<file path="config.mk">
export PLATFORM = sky130hd
export DESIGN_NAME = adc_control_and_irq
export DESIGN_NICKNAME = d
export VERILOG_FILES = /design/src/adc_ctrl_pkg.sv /design/src/adc_control_and_irq.sv
export VERILOG_INCLUDE_DIRS = /design/src
export SDC_FILE = /design/constraint.sdc
export NUM_CORES = 1
export LEC_CHECK = 0
export BUFFER_PORTS_ARGS = -buffer_cell sky130_fd_sc_hd__buf_2
export CORE_ASPECT_RATIO = 2
export CORE_MARGIN = 3
export CORE_UTILIZATION = 50
export DETAILED_ROUTE_END_ITERATION = 6
export PLACE_DENSITY_LB_ADDON = 0.15
export SYNTH_ARGS = -nofsm -noshare
export SYNTH_HDL_FRONTEND = slang
export SYNTH_SLANG_ARGS = --single-unit
export TNS_END_PERCENT = 10
</file>
<file path="constraint.sdc">
create_clock -name core_clk -period 5.5 [get_ports core_clk]
set_input_delay 0.275 -clock core_clk [delete_from_list [all_inputs] [get_ports core_clk]]
set_output_delay 0.275 -clock core_clk [all_outputs]
set_load 0.01 [all_outputs]
</file>
<file path="src/adc_ctrl_consts.svh">
// Register offsets, field positions, reset values and timing counts of the converter control
`ifndef ADC_CTRL_CONSTS_SVH
`define ADC_CTRL_CONSTS_SVH

`define ADC_CONTROL_OFS      16'hFF68
`define ADC_PIN_ENABLE_OFS   16'hFF69
`define ADC_RESULT_LOW_OFS   16'hFF6A
`define ADC_RESULT_HIGH_OFS  16'hFF6B
`define ADC_IRQ_MASK_OFS     16'hFFE7
`define ADC_IRQ_FLAG_OFS     16'hFFF7

`define CHAN_SEL_LO_BIT      0
`define CHAN_SEL_HI_BIT      1
`define CLK_SRC_BIT          2
`define START_BIT            3
`define IRQ_BIT              0

`define CONTROL_RESET        4'h0
`define PIN_ENABLE_RESET     4'h0
`define IRQ_MASK_RESET       1'h0
`define IRQ_FLAG_RESET       1'h0

`define SAMPLE_DELAY_CYCLES  4
`define SAMPLE_HOLD_CYCLES   4

`endif

</file>
<file path="src/adc_ctrl_pkg.sv">
// Types shared by the converter control block
package adc_ctrl_pkg;
	typedef logic [3:0]  nibble_t;
	typedef logic [15:0] addr_t;
	typedef logic [1:0]  chan_t;
	typedef logic [7:0]  result_t;
	typedef enum logic [2:0] {
		CONV_IDLE,
		CONV_DELAY,
		CONV_SAMPLE,
		CONV_SAR,
		CONV_STORE
	} conv_state_e;
endpackage : adc_ctrl_pkg

</file>
<file path="src/adc_control_and_irq.sv">
// Control, result and interrupt logic of a four-channel 8-bit successive-approximation converter
`include "adc_ctrl_consts.svh"

module adc_control_and_irq #(
	parameter int SAMPLE_DELAY = `SAMPLE_DELAY_CYCLES,
	parameter int SAMPLE_HOLD  = `SAMPLE_HOLD_CYCLES
) (
	// Clock and reset
	input  wire logic                  core_clk,
	input  wire logic                  rst,
	// Register port
	input  wire adc_ctrl_pkg::addr_t   reg_addr,
	input  wire adc_ctrl_pkg::nibble_t reg_wdata,
	input  wire logic                  reg_write,
	input  wire logic                  reg_read,
	output adc_ctrl_pkg::nibble_t      reg_rdata,
	// Conversion clock ticks, one-cycle enables
	input  wire logic                  osc_half_tick,
	input  wire logic                  prescaler_clock,
	// Analog front end
	output logic [3:0]                 analog_pin_enable,
	output logic [1:0]                 sample_channel,
	output logic                       sample_hold,
	output adc_ctrl_pkg::result_t      sar_trial,
	input  wire logic                  comparator_high,
	// Status and interrupt
	output logic                       conv_busy,
	input  wire logic                  cpu_irq_enable,
	output logic                       adc_irq
);
	import adc_ctrl_pkg::*;

	initial begin
		if (SAMPLE_DELAY < 1 || SAMPLE_DELAY > 255 || SAMPLE_HOLD < 1 || SAMPLE_HOLD > 255) begin
			$error("sample counts must lie in 1..255");
		end
	end

	localparam logic [7:0] DELAY_LAST = 8'(SAMPLE_DELAY - 1);
	localparam logic [7:0] HOLD_LAST  = 8'(SAMPLE_HOLD - 1);
	// A literal cannot be bit-selected, so the control reset value gets a name first
	localparam nibble_t    CONTROL_INIT = `CONTROL_RESET;

	// ------------------------------------------------------------
	// Register state
	// ------------------------------------------------------------
	logic        channel_select_lo_reg;
	logic        channel_select_hi_reg;
	logic        conv_clock_source_sel_reg;
	logic [3:0]  pin_enable_reg;
	logic        conv_done_irq_enable_reg;
	logic        conv_done_flag_reg;
	result_t     result_reg;
	result_t     sar_reg;
	result_t     sar_next;
	logic [2:0]  bit_idx_reg;
	logic [7:0]  cnt_reg;
	conv_state_e state_reg;
	conv_state_e state_next;

	// ------------------------------------------------------------
	// Address decode and strobes
	// ------------------------------------------------------------
	wire hit_control = (reg_addr == `ADC_CONTROL_OFS);
	wire hit_pins    = (reg_addr == `ADC_PIN_ENABLE_OFS);
	wire hit_res_lo  = (reg_addr == `ADC_RESULT_LOW_OFS);
	wire hit_res_hi  = (reg_addr == `ADC_RESULT_HIGH_OFS);
	wire hit_mask    = (reg_addr == `ADC_IRQ_MASK_OFS);
	wire hit_flag    = (reg_addr == `ADC_IRQ_FLAG_OFS);
	wire wr_control  = reg_write && hit_control;
	wire wr_pins     = reg_write && hit_pins;
	wire wr_mask     = reg_write && hit_mask;
	wire flag_clear  = reg_write && hit_flag && reg_wdata[`IRQ_BIT];
	wire start_req   = wr_control && reg_wdata[`START_BIT];
	wire idle        = (state_reg == CONV_IDLE);
	wire start_take  = start_req && idle;

	// Selected conversion clock tick; conversion pace follows it
	wire conv_tick   = conv_clock_source_sel_reg ? osc_half_tick : prescaler_clock;

	// ------------------------------------------------------------
	// Conversion sequencer
	// ------------------------------------------------------------
	// Every phase but the store advances only on a selected conversion tick, so
	// total time is SAMPLE_DELAY + SAMPLE_HOLD + 8 ticks plus one
	// store cycle. A slow prescaler stretches all ticked phases alike.
	// Switching the clock source mid-run would mix two tick rates
	// inside one phase; the register does not block it, software must.
	wire cnt_done    = (state_reg == CONV_DELAY) ? (cnt_reg == DELAY_LAST) : (cnt_reg == HOLD_LAST);
	wire stored      = (state_reg == CONV_STORE);
	wire [2:0] trial_idx = bit_idx_reg;

	// Trial bit set, previous decision kept or dropped
	always_comb begin
		sar_next = sar_reg;
		if (!comparator_high) begin
			sar_next[trial_idx] = 1'b0;
		end
		if (trial_idx != 3'h0) begin
			sar_next[trial_idx - 3'h1] = 1'b1;
		end
	end

	// Next state of the sequence
	always_comb begin
		state_next = state_reg;
		unique case (state_reg)
			CONV_IDLE:   if (start_take) state_next = CONV_DELAY;
			CONV_DELAY:  if (conv_tick && cnt_done) state_next = CONV_SAMPLE;
			CONV_SAMPLE: if (conv_tick && cnt_done) state_next = CONV_SAR;
			CONV_SAR:    if (conv_tick && trial_idx == 3'h0) state_next = CONV_STORE;
			CONV_STORE:  state_next = CONV_IDLE;
			default:     state_next = CONV_IDLE; // Unused codes recover to idle
		endcase
	end

	// Sequencer state and phase counter
	always_ff @(posedge core_clk) begin
		if (rst) begin
			state_reg <= CONV_IDLE;
			cnt_reg   <= 8'h00;
		end else begin
			state_reg <= state_next;
			if (state_next != state_reg) begin
				cnt_reg <= 8'h00;
			end else if (conv_tick) begin
				cnt_reg <= cnt_reg + 8'h01;
			end
		end
	end

	// Successive approximation, MSB first
	always_ff @(posedge core_clk) begin
		if (rst) begin
			sar_reg     <= 8'h00;
			bit_idx_reg <= 3'h7;
		end else if (state_reg == CONV_SAMPLE && state_next == CONV_SAR) begin
			sar_reg     <= 8'h80;
			bit_idx_reg <= 3'h7;
		end else if (state_reg == CONV_SAR && conv_tick) begin
			sar_reg     <= sar_next;
			bit_idx_reg <= bit_idx_reg - 3'h1;
		end
	end

	// Result has no reset: undefined until the first conversion
	always_ff @(posedge core_clk) begin
		if (state_reg == CONV_SAR && state_next == CONV_STORE) begin
			result_reg <= sar_next;
		end
	end

	// ------------------------------------------------------------
	// Control, pin enable and mask registers
	// ------------------------------------------------------------
	// Select and source bits accept writes even while busy; keeping them stable is software's job
	always_ff @(posedge core_clk) begin
		if (rst) begin
			channel_select_lo_reg     <= CONTROL_INIT[`CHAN_SEL_LO_BIT];
			channel_select_hi_reg     <= CONTROL_INIT[`CHAN_SEL_HI_BIT];
			conv_clock_source_sel_reg <= CONTROL_INIT[`CLK_SRC_BIT];
		end else if (wr_control) begin
			channel_select_lo_reg     <= reg_wdata[`CHAN_SEL_LO_BIT];
			channel_select_hi_reg     <= reg_wdata[`CHAN_SEL_HI_BIT];
			conv_clock_source_sel_reg <= reg_wdata[`CLK_SRC_BIT];
		end
	end

	// Analog pin enables; a change mid-conversion corrupts only that result
	always_ff @(posedge core_clk) begin
		if (rst) begin
			pin_enable_reg <= `PIN_ENABLE_RESET;
		end else if (wr_pins) begin
			pin_enable_reg <= reg_wdata;
		end
	end

	// Completion interrupt mask
	always_ff @(posedge core_clk) begin
		if (rst) begin
			conv_done_irq_enable_reg <= `IRQ_MASK_RESET;
		end else if (wr_mask) begin
			conv_done_irq_enable_reg <= reg_wdata[`IRQ_BIT];
		end
	end

	// Completion flag: a store in the clearing cycle wins
	always_ff @(posedge core_clk) begin
		if (rst) begin
			conv_done_flag_reg <= `IRQ_FLAG_RESET;
		end else if (stored) begin
			conv_done_flag_reg <= 1'b1;
		end else if (flag_clear) begin
			conv_done_flag_reg <= 1'b0;
		end
	end

	// ------------------------------------------------------------
	// Read data, one cycle after the strobe
	// ------------------------------------------------------------
	wire [3:0] control_view = {1'b0, conv_clock_source_sel_reg, channel_select_hi_reg, channel_select_lo_reg};
	wire [3:0] read_mux =
		hit_control ? control_view :
		hit_pins    ? pin_enable_reg :
		hit_res_lo  ? result_reg[3:0] :
		hit_res_hi  ? result_reg[7:4] :
		hit_mask    ? {3'h0, conv_done_irq_enable_reg} :
		hit_flag    ? {3'h0, conv_done_flag_reg} : 4'h0;

	always_ff @(posedge core_clk) begin
		if (rst) begin
			reg_rdata <= 4'h0;
		end else begin
			reg_rdata <= reg_read ? read_mux : 4'h0;
		end
	end

	// ------------------------------------------------------------
	// Front-end and interrupt outputs, all registered
	// ------------------------------------------------------------
	// Interrupt condition; the CPU's global enable is the last gate
	wire irq_next = conv_done_flag_reg && conv_done_irq_enable_reg && cpu_irq_enable;

	// Output values one cycle ahead of the pins
	wire       busy_next  = (state_next != CONV_IDLE);
	wire       hold_next  = (state_next == CONV_SAMPLE);
	wire       sar_enter  = (state_reg == CONV_SAMPLE) && (state_next == CONV_SAR);
	wire       sar_step   = (state_reg == CONV_SAR) && conv_tick;
	wire [7:0] trial_next = sar_enter ? 8'h80 : (sar_step ? sar_next : sar_reg);
	wire [1:0] chan_next  = {channel_select_hi_reg, channel_select_lo_reg};

	// Channel mux passes a disabled pin anyway; its result is simply not meaningful
	always_ff @(posedge core_clk) begin
		if (rst) begin
			analog_pin_enable <= `PIN_ENABLE_RESET;
		end else begin
			analog_pin_enable <= pin_enable_reg;
		end
	end

	// Channel select follows the register, even mid-conversion
	always_ff @(posedge core_clk) begin
		if (rst) begin
			sample_channel <= 2'h0;
		end else begin
			sample_channel <= chan_next;
		end
	end

	// Sample-and-hold strobe for the sample phase
	always_ff @(posedge core_clk) begin
		if (rst) begin
			sample_hold <= 1'b0;
		end else begin
			sample_hold <= hold_next;
		end
	end

	// Trial code, in step with the approximation register
	always_ff @(posedge core_clk) begin
		if (rst) begin
			sar_trial <= 8'h00;
		end else begin
			sar_trial <= trial_next;
		end
	end

	// Busy, high for the whole sequence including the store cycle
	always_ff @(posedge core_clk) begin
		if (rst) begin
			conv_busy <= 1'b0;
		end else begin
			conv_busy <= busy_next;
		end
	end

	// Level interrupt, registered so the pin never glitches
	always_ff @(posedge core_clk) begin
		if (rst) begin
			adc_irq <= 1'b0;
		end else begin
			adc_irq <= irq_next;
		end
	end

endmodule : adc_control_and_irq

</file>
==> flow_metrics.py, run 1 <==
metrics = {
    "grt": {
        "antenna_found_initial": 0,
        "grt_pass1_vias": 2086,
        "grt_max_degree": 24,
        "grtUsageTotal_pct": 21.6,
        "grt_remaining_overflow": 0,
        "grt_pass1_wl_um": 9310,
    },
    "yosys": {
        "synthFlopType": "dfxtp_1",
        "ys_types": 47,
        "ys_warn_count": 0,
        "synth_edf_count": 8,
        "synthArstFlopShare_pct": 0,
        "synth_top_area_share_pct": 36.6,
        "synth_seq_area_share_pct": 46.5,
        "synth.top_cells.by_area": "dfxtp_1 37%, edfxtp_1 10%, a21oi_1 4.6%",
        "yosys.area.top_type": "dfxtp_1",
        "netlist_area_um2": 2410,
        "syn-num-nets": 297,
        "ys_seq_elements": 52,
        "synth_cells": 266,
        "postSynthAreaPerCell_um2": 9.05,
    },
    "setup_path": {
        "worst_r2r_path_depth": 6,
        "critPathLaunchType": "register",
        "rr_endpoint": "result_reg[5]",
        "endpoint_kind": "register",
        "crit_type": "reg -> reg",
        "cp.required_ns": 5.68,
        "reg2reg_slack_ns": 3.08,
        "cp_top_family": "flip-flops",
        "slowest_delay_ns": 0.58,
        "slowest_stage": "dfxtp_1",
        "crit_buf_inv": 1,
        "path_cells": "inv_1 > ha_1 > or3b_2 > a21boi_0 > o21ai_0 > nand2_1",
        "reg2reg_from": "bit_idx_reg[0]",
        "crit_arrival_ns": 2.60,
        "critPathMaxFanout": 14,
    },
    "clock_network": {
        "clk_latency_ns": 0.30,
        "cts_resized": 0,
        "tritoncts": "done",
        "post-cts-setup-buffer-count": 0,
        "clkTransAtPathRegs_ns": 0.10,
        "clkSinkCount": 52,
        "cts.root.buffer_cell": "clkbuf_8",
        "holdBufCountCts": 0,
        "cts_buffer_depth": 2,
        "htreeDepth": 2,
        "cts_buffers": 5,
    },
    "placement": {
        "portBuffers": 48,
        "routabilityCongestion": 0.882,
        "place_inst": 357,
        "placedInstanceArea_um2": 2670,
        "dp_hpwl_um": 4320,
    },
    "sta": {
        "final.min_clock_period_ns": 2.42,
        "finalHoldViolCount": 0,
        "finalSetupViolations": 0,
        "final_max_slew_viol_count": 0,
        "fmax_ghz": 0.414,
        "fin_crit_sh_pct": 43.9,
        "rsz0062_at_grt": "no",
        "maxSlewHeadroom_pct": 54.0,
        "setup_tns_ns": 0,
        "worst_slew_pin_slew_ns": 0.690,
        "worst_clock_skew_ns": 0.00833,
    },
    "die": {
        "fp.dieW_um": 55.1,
        "rows": 35,
        "initial_core_util_pct": 51.9,
        "dieArea_um2": 5740,
        "pin_count": 49,
        "core-area_um2": 4640,
        "die_y_um": 104,
    },
    "power_and_ir_drop": {
        "power_leakage_nw": 1.12,
        "max-vdd-ir-drop_uv": 262,
        "p_per_area_nw_per_um2": 262,
    },
    "min_path": {
        "min_to": "adc_irq",
        "whs_path_depth": 2,
        "holdCritStartpoint": "cpu_irq_enable",
        "min_path_type": "in -> reg",
    },
    "run": {
        "maxCapViolCount": 0,
    },
    "final_layout": {
        "final_nets": 340,
        "final_common_cell": "buf_2",
        "fin_area_um2": 2810,
        "layout_common_cells": "48 x buf_2, 44 x dfxtp_1, 25 x nand2_1, 22 x a21oi_1, 18 x o21ai_0",
        "diodes": 0,
        "syn_to_final_growth_pct": 16.6,
        "instances_no_fill": 365,
        "layout-drive-gt1-share_pct": 20.6,
    },
    "routing": {
        "num_vias": 2161,
        "drc": 0,
        "wl_met3_um": 298,
        "wl_met2_um": 3200,
        "viasPerCell": 5.92,
        "wl_um": 5650,
        "final_antenna_net_count": 0,
        "wirelength_met1_um": 1970,
        "wl_per_cell_um": 15.5,
        "firstDrtPassIters": 4,
        "routed.top_layer": "met4",
        "detailedRoute.firstIterationViolations": 67,
    },
    "run_status": {
        "outcome": "finished clean",
    },
}
[layout make-up]
class,instances,area (um2)
clock buffer,5,68.8
fill,443,1830
clock inverter,3,68.8
timing repair buffer,48,240
sequential,52,1120
tap,55,68.8
multi-input combinational,195,1210
inverter,7,26.3
[stage by stage]
stage	hold slack (ns)	setup WS [ns]	total power [mW]	utilization (%)
4_1_cts	0.227	3.13	0.740	60.5
6_report	0.235	3.08	0.734	60.5
3_5_place_dp	0.482	3.12	0.432	57.5
2_1_floorplan	0.427	3.36	0.416	-
5_1_grt	0.226	2.89	0.762	60.5
3_3_place_gp	0.469	3.16	0.431	57.5
[Yosys cell counts (3+ instances only)]
library cell	n
and3_1	4
nand4_1	10
nor2_1	12
and4_1	3
a21oi_1	22
nand3_1	16
nor2b_1	11
clkbuf_1	10
edfxtp_1	8
o31ai_1	7
xor2_1	4
dfxtp_1	44
a211oi_1	3
o21ai_0	18
xnor2_1	5
or3_1	4
nor3_1	12
ha_1	3
nand2_1	25
inv_1	7
mux2i_1	4
[metal layers]
metal  track usage [%]  vias up
met5                 0        -
met4              10.3        0
met3              3.01       14
met2              39.5       89
met1              22.0      994
li1                  -     1064
[worst max path at each step]
stage              startpoint             to  slack, ns  cells past startpoint
6_report       bit_idx_reg[0]  result_reg[5]       3.08                      6
2_1_floorplan     reg_addr[2]   reg_rdata[0]       3.36                      5
3_5_place_dp      reg_addr[4]   reg_rdata[0]       3.12                      5
5_1_grt        bit_idx_reg[0]  result_reg[4]       2.89                      6
3_3_place_gp      reg_addr[4]   reg_rdata[0]       3.16                      5
4_1_cts        bit_idx_reg[0]  result_reg[5]       3.13                      6
[worst reg2reg max path, stage by stage (launching register included)]
cell and delay (ns):
dfxtp_1 0.58, inv_1 0.29, ha_1 0.31, or3b_2 0.46, a21boi_0 0.41, o21ai_0 0.15, nand2_1 0.09
[kinds of logic (layout without fill, tap and decap cells)]
logic type,Yosys count,count (layout),synth area share (%)
flip-flops,52,52,46.5
multiplexers,7,7,4.00
AND/OR/NAND/NOR,113,113,26.0
XOR/XNOR,9,9,3.27
AO/OA/AOI/OAI,63,63,15.5
adder cells (fa/ha/maj),3,3,1.56
buffers and inverters,19,63,3.06
[report_power, final]
part	internal, mW	switching (mW)
Sequential	0.386	0.00182
Clock	0.183	0.128
Combinational	0.0152	0.0204
Total	0.584	0.150
Power figures use the tool's default switching activity.
==> inputs of run 2 (changes only) <==
--- a/config.mk
+++ b/config.mk
@@ -6,6 +6,7 @@
 export SDC_FILE = /design/constraint.sdc
 export NUM_CORES = 1
 export LEC_CHECK = 0
+export ABC_AREA = 1
 export BUFFER_PORTS_ARGS = -buffer_cell sky130_fd_sc_hd__buf_2
 export CORE_ASPECT_RATIO = 2
 export CORE_MARGIN = 3
==> constraint.sdc (replaced) <==
create_clock -name core_clk -period 2.5 [get_ports core_clk]
set_input_delay 0.125 -clock core_clk [delete_from_list [all_inputs] [get_ports core_clk]]
set_output_delay 0.125 -clock core_clk [all_outputs]
set_load 0.01 [all_outputs]
==> run 2 against run 1 <==
Effect of this change: cell count grew 22%; cell area grew 6.5%; non-clock buffer count is the same; wire length grew 4.1%; worst setup slack lost 2.2 ns; utilization shrank 0.13 points.
==> flow_metrics.py, run 2 <==
metrics = {
    "routing": {
        "wl_um": 5880,
        "final_antenna_net_count": 0,
        "firstDrtPassIters": 4,
        "num_vias": 2289,
        "viasPerCell": 5.12,
        "detailedRoute.firstIterationViolations": 75,
        "drc": 0,
        "wl_per_cell_um": 13.1,
    },
    "yosys": {
        "synth_top_area_share_pct": 33.8,
        "synth.top_cells.by_area": "dfxtp_1 34%, nand2_1 10%, edfxtp_1 9.2%",
        "synth_cells": 337,
        "synthFlopType": "dfxtp_1",
        "postSynthAreaPerCell_um2": 7.74,
        "netlist_area_um2": 2610,
        "ys_seq_elements": 52,
        "syn-num-nets": 368,
        "synth_seq_area_share_pct": 43.0,
        "ys_warn_count": 0,
        "ys_types": 40,
        "yosys.area.top_type": "dfxtp_1",
        "synth_edf_count": 8,
        "synthMostInstantiatedCell": "nand2_1",
        "synth_commonest_cells": "70 x nand2_1, 44 x dfxtp_1, 36 x nor2_1",
        "synthArstFlopShare_pct": 0,
    },
    "placement": {
        "routabilityCongestion": 0.937,
        "portBuffers": 48,
        "dp_hpwl_um": 4720,
    },
    "sta": {
        "worst_clock_skew_ns": 0.00314,
        "fmax_ghz": 0.621,
        "final.min_clock_period_ns": 1.61,
        "finalHoldViolCount": 0,
        "maxSlewHeadroom_pct": 62.5,
        "finalSetupViolations": 0,
        "setup_tns_ns": 0,
        "rsz0062_at_grt": "no",
        "final_max_slew_viol_count": 0,
        "worst_slew_pin_slew_ns": 0.561,
        "fin_crit_sh_pct": 64.4,
    },
    "die": {
        "initial_core_util_pct": 52.7,
        "dieArea_um2": 6170,
        "core-area_um2": 4950,
        "die_y_um": 108,
        "fp.dieW_um": 57.1,
        "pin_count": 49,
        "rows": 36,
    },
    "grt": {
        "grtUsageTotal_pct": 20.3,
        "grt_pass1_vias": 2299,
        "grt_max_degree": 17,
        "grt_remaining_overflow": 0,
        "grt_pass1_wl_um": 9690,
        "antenna_found_initial": 0,
    },
    "setup_path": {
        "endpoint_kind": "register",
        "worst_r2r_path_depth": 7,
        "crit_arrival_ns": 1.85,
        "critPathMaxFanout": 5,
        "cp.required_ns": 2.74,
        "critPathLaunchType": "register",
        "crit_type": "reg -> reg",
    },
    "final_layout": {
        "final_nets": 420,
        "diodes": 0,
        "fin_util_pct": 60.4,
        "syn_to_final_growth_pct": 14.6,
        "layout-drive-gt1-share_pct": 29.7,
        "final_common_cell": "nand2_1",
        "layout_common_cells": "70 x nand2_1, 48 x buf_2, 44 x dfxtp_1, 36 x nor2_1, 33 x inv_1",
    },
    "clock_network": {
        "clkSinkCount": 52,
        "clkTransAtPathRegs_ns": 0.09,
        "holdBufCountCts": 0,
        "cts_buffers": 5,
        "htreeDepth": 2,
        "tritoncts": "done",
        "clk_latency_ns": 0.31,
        "cts_buffer_depth": 2,
        "cts.root.buffer_cell": "clkbuf_8",
        "post-cts-setup-buffer-count": 0,
        "cts_resized": 0,
    },
    "power_and_ir_drop": {
        "max-vdd-ir-drop_uv": 481,
        "p_per_area_nw_per_um2": 481,
        "power_leakage_nw": 1.35,
    },
    "min_path": {
        "whs_path_depth": 3,
        "min_path_type": "in -> reg",
    },
    "run_status": {
        "outcome": "finished clean",
    },
    "run": {
        "maxCapViolCount": 0,
    },
}
==> run 2: cell families (layout without fill, tap and decap cells) <==
| family | after synthesis | after routing | share of synthesized area, % |
|---|---|---|---|
| DFF | 52 | 52 | 43.0 |
| adders and majority gates | 3 | 3 | 1.44 |
| xor gates and xnor gates | 7 | 7 | 2.35 |
| buffers and inverters | 56 | 109 | 8.44 |
| AOI/OAI and AO/OA | 47 | 47 | 10.3 |
| muxes | 1 | 1 | 0.384 |
| and+or+nand+nor | 171 | 171 | 34.1 |
==> run 2: critical path, cell delays in order, from the launching register on <==
cell and delay (ns):
dfxtp_1 0.41, inv_2 0.07, ha_1 0.21, xnor2_1 0.26, nand2_1 0.16, o21ai_1 0.22
nand2_1 0.08, a21oi_1 0.12
==> run 2: path summary, 6_finish.rpt <==
check	to	slack, ns	from
setup / recovery	sar_trial[2]	0.89	bit_idx_reg[0]
hold / removal	adc_irq	0.05	cpu_irq_enable
setup reg to reg	sar_trial[2]	0.89	bit_idx_reg[0]
hold reg to reg	analog_pin_enable[0]	0.45	pin_enable_reg[0]
==> run 2: through the flow <==
step | total power [mW] | setup slack, ns | area, um2 | cells | hold WS (ns)
floorplan | 0.922 | 1.05 | 2610 | 337 | 0.207
global placement | 0.959 | 0.978 | 2900 | 439 | 0.371
detailed placement | 0.960 | 0.936 | 2900 | 439 | 0.375
CTS | 1.45 | 0.905 | 2990 | 447 | 0.0366
global route | 1.48 | 0.704 | 2990 | 447 | 0.0539
finish | 1.44 | 0.891 | 2990 | 447 | 0.0473
==> run 2: area by class of cell <==
type                            count  area, um2
Multi-Input combinational cell    229       1270
Fill cell                         465       1960
Clock buffer                        8       90.1
Sequential cell                    52       1120
Tap cell                           57       71.3
Timing Repair Buffer               48        240
Inverter                           53        200
==> run 2: routing by layer <==
layer	share of wire [%]	global-route usage (%)	wire, um	up-vias
met2	56	40.0	3320	65
met5	0	0	0	-
met4	3.7	11.6	215	0
li1	-	-	-	1178
met1	35	17.7	2060	1031
met3	4.7	4.54	278	15
==> run 2: where the power goes <==
group | switching [mW] | leakage [nW] | internal [mW] | total [mW]
sequential | 0.00299 | 0.429 | 0.849 | 0.852
combinational | 0.0553 | 0.872 | 0.0330 | 0.0884
clock | 0.273 | 0.0455 | 0.226 | 0.499
==> inputs of run 3 (changes only) <==
==> constraint.sdc (replaced) <==
create_clock -name core_clk -period 1.6 [get_ports core_clk]
set_input_delay 0.08 -clock core_clk [delete_from_list [all_inputs] [get_ports core_clk]]
set_output_delay 0.08 -clock core_clk [all_outputs]
set_load 0.01 [all_outputs]
==> run 3 against run 2 <==
Effect of this change: total power rose by 61%; clock skew increased by 0.0036 ns; combinational power is 63% higher; non-clock buffer count rose by 6; clock power rose by 69%; flip-flop and latch count is the same; largest cell class unchanged; critical path type unchanged; cell area increased by 2.5%.
==> flow_metrics.py, run 3 (synthesis results as in run 2) <==
metrics = {
    "routing": {
        "wl_met3_um": 240,
        "routed.top_layer": "met4",
        "wl_met2_um": 3190,
        "drc": 0,
        "wl_per_cell_um": 12.9,
        "firstDrtPassIters": 4,
        "wirelength_met1_um": 2060,
        "num_vias": 2347,
        "final_antenna_net_count": 0,
        "detailedRoute.firstIterationViolations": 61,
        "viasPerCell": 5.18,
        "wl_um": 5840,
    },
    "min_path": {
        "min_path_type": "in -> reg",
        "min_to": "reg_rdata[2]",
        "holdCritStartpoint": "reg_read",
        "whs_path_depth": 3,
    },
    "placement": {
        "place_inst": 444,
        "portBuffers": 48,
        "routabilityCongestion": 0.912,
        "dp_hpwl_um": 4620,
    },
    "run_status": {
        "outcome": "finished clean",
    },
    "sta": {
        "fmax_ghz": 0.677,
        "setup_tns_ns": 0,
        "final_max_slew_viol_count": 0,
        "finalHoldViolCount": 0,
        "maxSlewHeadroom_pct": 68.2,
        "fin_crit_sh_pct": 92.3,
        "finalSetupViolations": 0,
        "worst_slew_pin_slew_ns": 0.476,
        "final.min_clock_period_ns": 1.48,
        "worst_clock_skew_ns": 0.00673,
        "rsz0062_at_grt": "yes",
    },
    "grt": {
        "grtUsageTotal_pct": 19.9,
        "antenna_found_initial": 0,
        "grt_pass1_vias": 2293,
        "grt_pass1_wl_um": 9500,
        "grt_max_degree": 16,
        "grt_remaining_overflow": 0,
    },
    "die": {
        "rows": 36,
        "core-area_um2": 4950,
        "die_y_um": 108,
        "initial_core_util_pct": 52.7,
        "fp.dieW_um": 57.1,
        "pin_count": 49,
        "dieArea_um2": 6170,
    },
    "setup_path": {
        "rr_endpoint": "sar_trial[7]",
        "critPathMaxFanout": 5,
        "endpoint_kind": "register",
        "cp.required_ns": 1.81,
        "slowest_stage": "dfxtp_1",
        "reg2reg_from": "bit_idx_reg[1]",
        "crit_arrival_ns": 1.68,
        "path_cells": "inv_1 > ha_1 > xnor2_2 > inv_2 > nand2_1 > nor2_1 > nor2_1 > nand2_1 > o21ai_1 > a21oi_1",
        "critPathLaunchType": "register",
        "worstSetupStartpoint": "bit_idx_reg[1]",
        "slowest_delay_ns": 0.36,
        "reg2reg_slack_ns": 0.12,
        "worst_r2r_path_depth": 10,
        "crit_type": "reg -> reg",
    },
    "final_layout": {
        "seqCellArea_um2": 1120,
        "diodes": 0,
        "syn_to_final_growth_pct": 17.5,
        "instances_no_fill": 453,
        "n_fill_cell": 499,
        "multi_input_area_um2": 1280,
        "fin_util_pct": 61.9,
        "layout-drive-gt1-share_pct": 31.8,
        "final_common_cell": "nand2_1",
        "layout_common_cells": "70 x nand2_1, 48 x buf_2, 44 x dfxtp_1, 34 x nor2_1, 33 x inv_1",
        "final_nets": 426,
    },
    "power_and_ir_drop": {
        "clkPwrFrac_pct": 36.4,
        "p_int_mw": 1.79,
        "share_comb_of_total_power_pct": 6.2,
        "p_seq_share_pct": 57.4,
        "power_leakage_nw": 1.39,
        "max-vdd-ir-drop_uv": 750,
        "power_switching_share_pct": 23.0,
        "p_per_area_nw_per_um2": 757,
        "p_sw_mw": 0.534,
    },
    "clock_network": {
        "htreeDepth": 2,
        "cts_buffer_depth": 2,
        "clk_latency_ns": 0.31,
        "cts.root.buffer_cell": "clkbuf_8",
        "clkTransAtPathRegs_ns": 0.09,
        "post-cts-setup-buffer-count": 0,
        "clkSinkCount": 52,
        "tritoncts": "done",
        "cts_buffers": 5,
    },
    "run": {
        "maxCapViolCount": 0,
    },
}
==> run 3: layout make-up <==
| type | count | area share [%] |
|---|---|---|
| inverters | 53 | 6.53 |
| multi-input cells | 229 | 41.8 |
| well taps | 57 | 2.33 |
| clock buffers | 7 | 3.18 |
| flip-flops and latches | 52 | 36.6 |
| repair buffers | 54 | 9.39 |
| clock inverters | 1 | 0.163 |
==> run 3: power by group through the flow <==
stage               clock (mW)  combinational (mW)  sequential [mW]
floorplan                    0              0.0802             1.36
global placement             0               0.139             1.36
detailed placement           0               0.141             1.36
CTS                      0.862               0.144             1.33
global route             0.903               0.161             1.33
finish                   0.844               0.144             1.33
==> run 3: repair_timing <==
item                       in CTS  in global routing
setup endpoints to repair       0                 14
resized for setup               0                  4
hold endpoints to repair        1                  0
hold buffers                    1                  0
==> run 3: worst max-delay path by stage <==
| stage | to | slack [ns] | depth (start not counted) |
|---|---|---|---|
| final | sar_trial[7] | 0.12 | 10 |
| after global routing | sar_trial[7] | 0.002 | 10 |
| after CTS | sar_trial[7] | 0.08 | 10 |
| after detailed placement | sar_trial[7] | 0.1 | 10 |
| after global placement | sar_trial[7] | 0.13 | 10 |
| after floorplan | sar_trial[7] | 0.15 | 10 |
==> run 3: worst max-delay path, delay by kind of cell, from the launching register on <==
family	cells	cell delay, ns
buf+inv	2	0.17
compound gates	2	0.14
xor+xnor	1	0.19
simple gates	4	0.30
fa+ha+maj	1	0.22
flops	1	0.36
==> run 3: stage by stage <==
stage	total power [mW]	hold WS (ns)	cell area (um2)	worst slack [ns]
4_1_cts	2.34	0.0217	3050	0.0808
6_report	2.32	0.0361	3070	0.123
2_1_floorplan	1.44	0.162	2610	0.149
3_3_place_gp	1.50	0.327	2940	0.132
3_5_place_dp	1.50	0.332	2940	0.0966
5_1_grt	2.40	0.0497	3070	0.00204
==> run 3: layer usage <==
metal | global-route usage (%) | vias to the layer above
met5 | 0 | -
met4 | 14.4 | 0
met3 | 4.06 | 19
met2 | 38.5 | 57
met1 | 16.9 | 1081
li1 | - | 1190
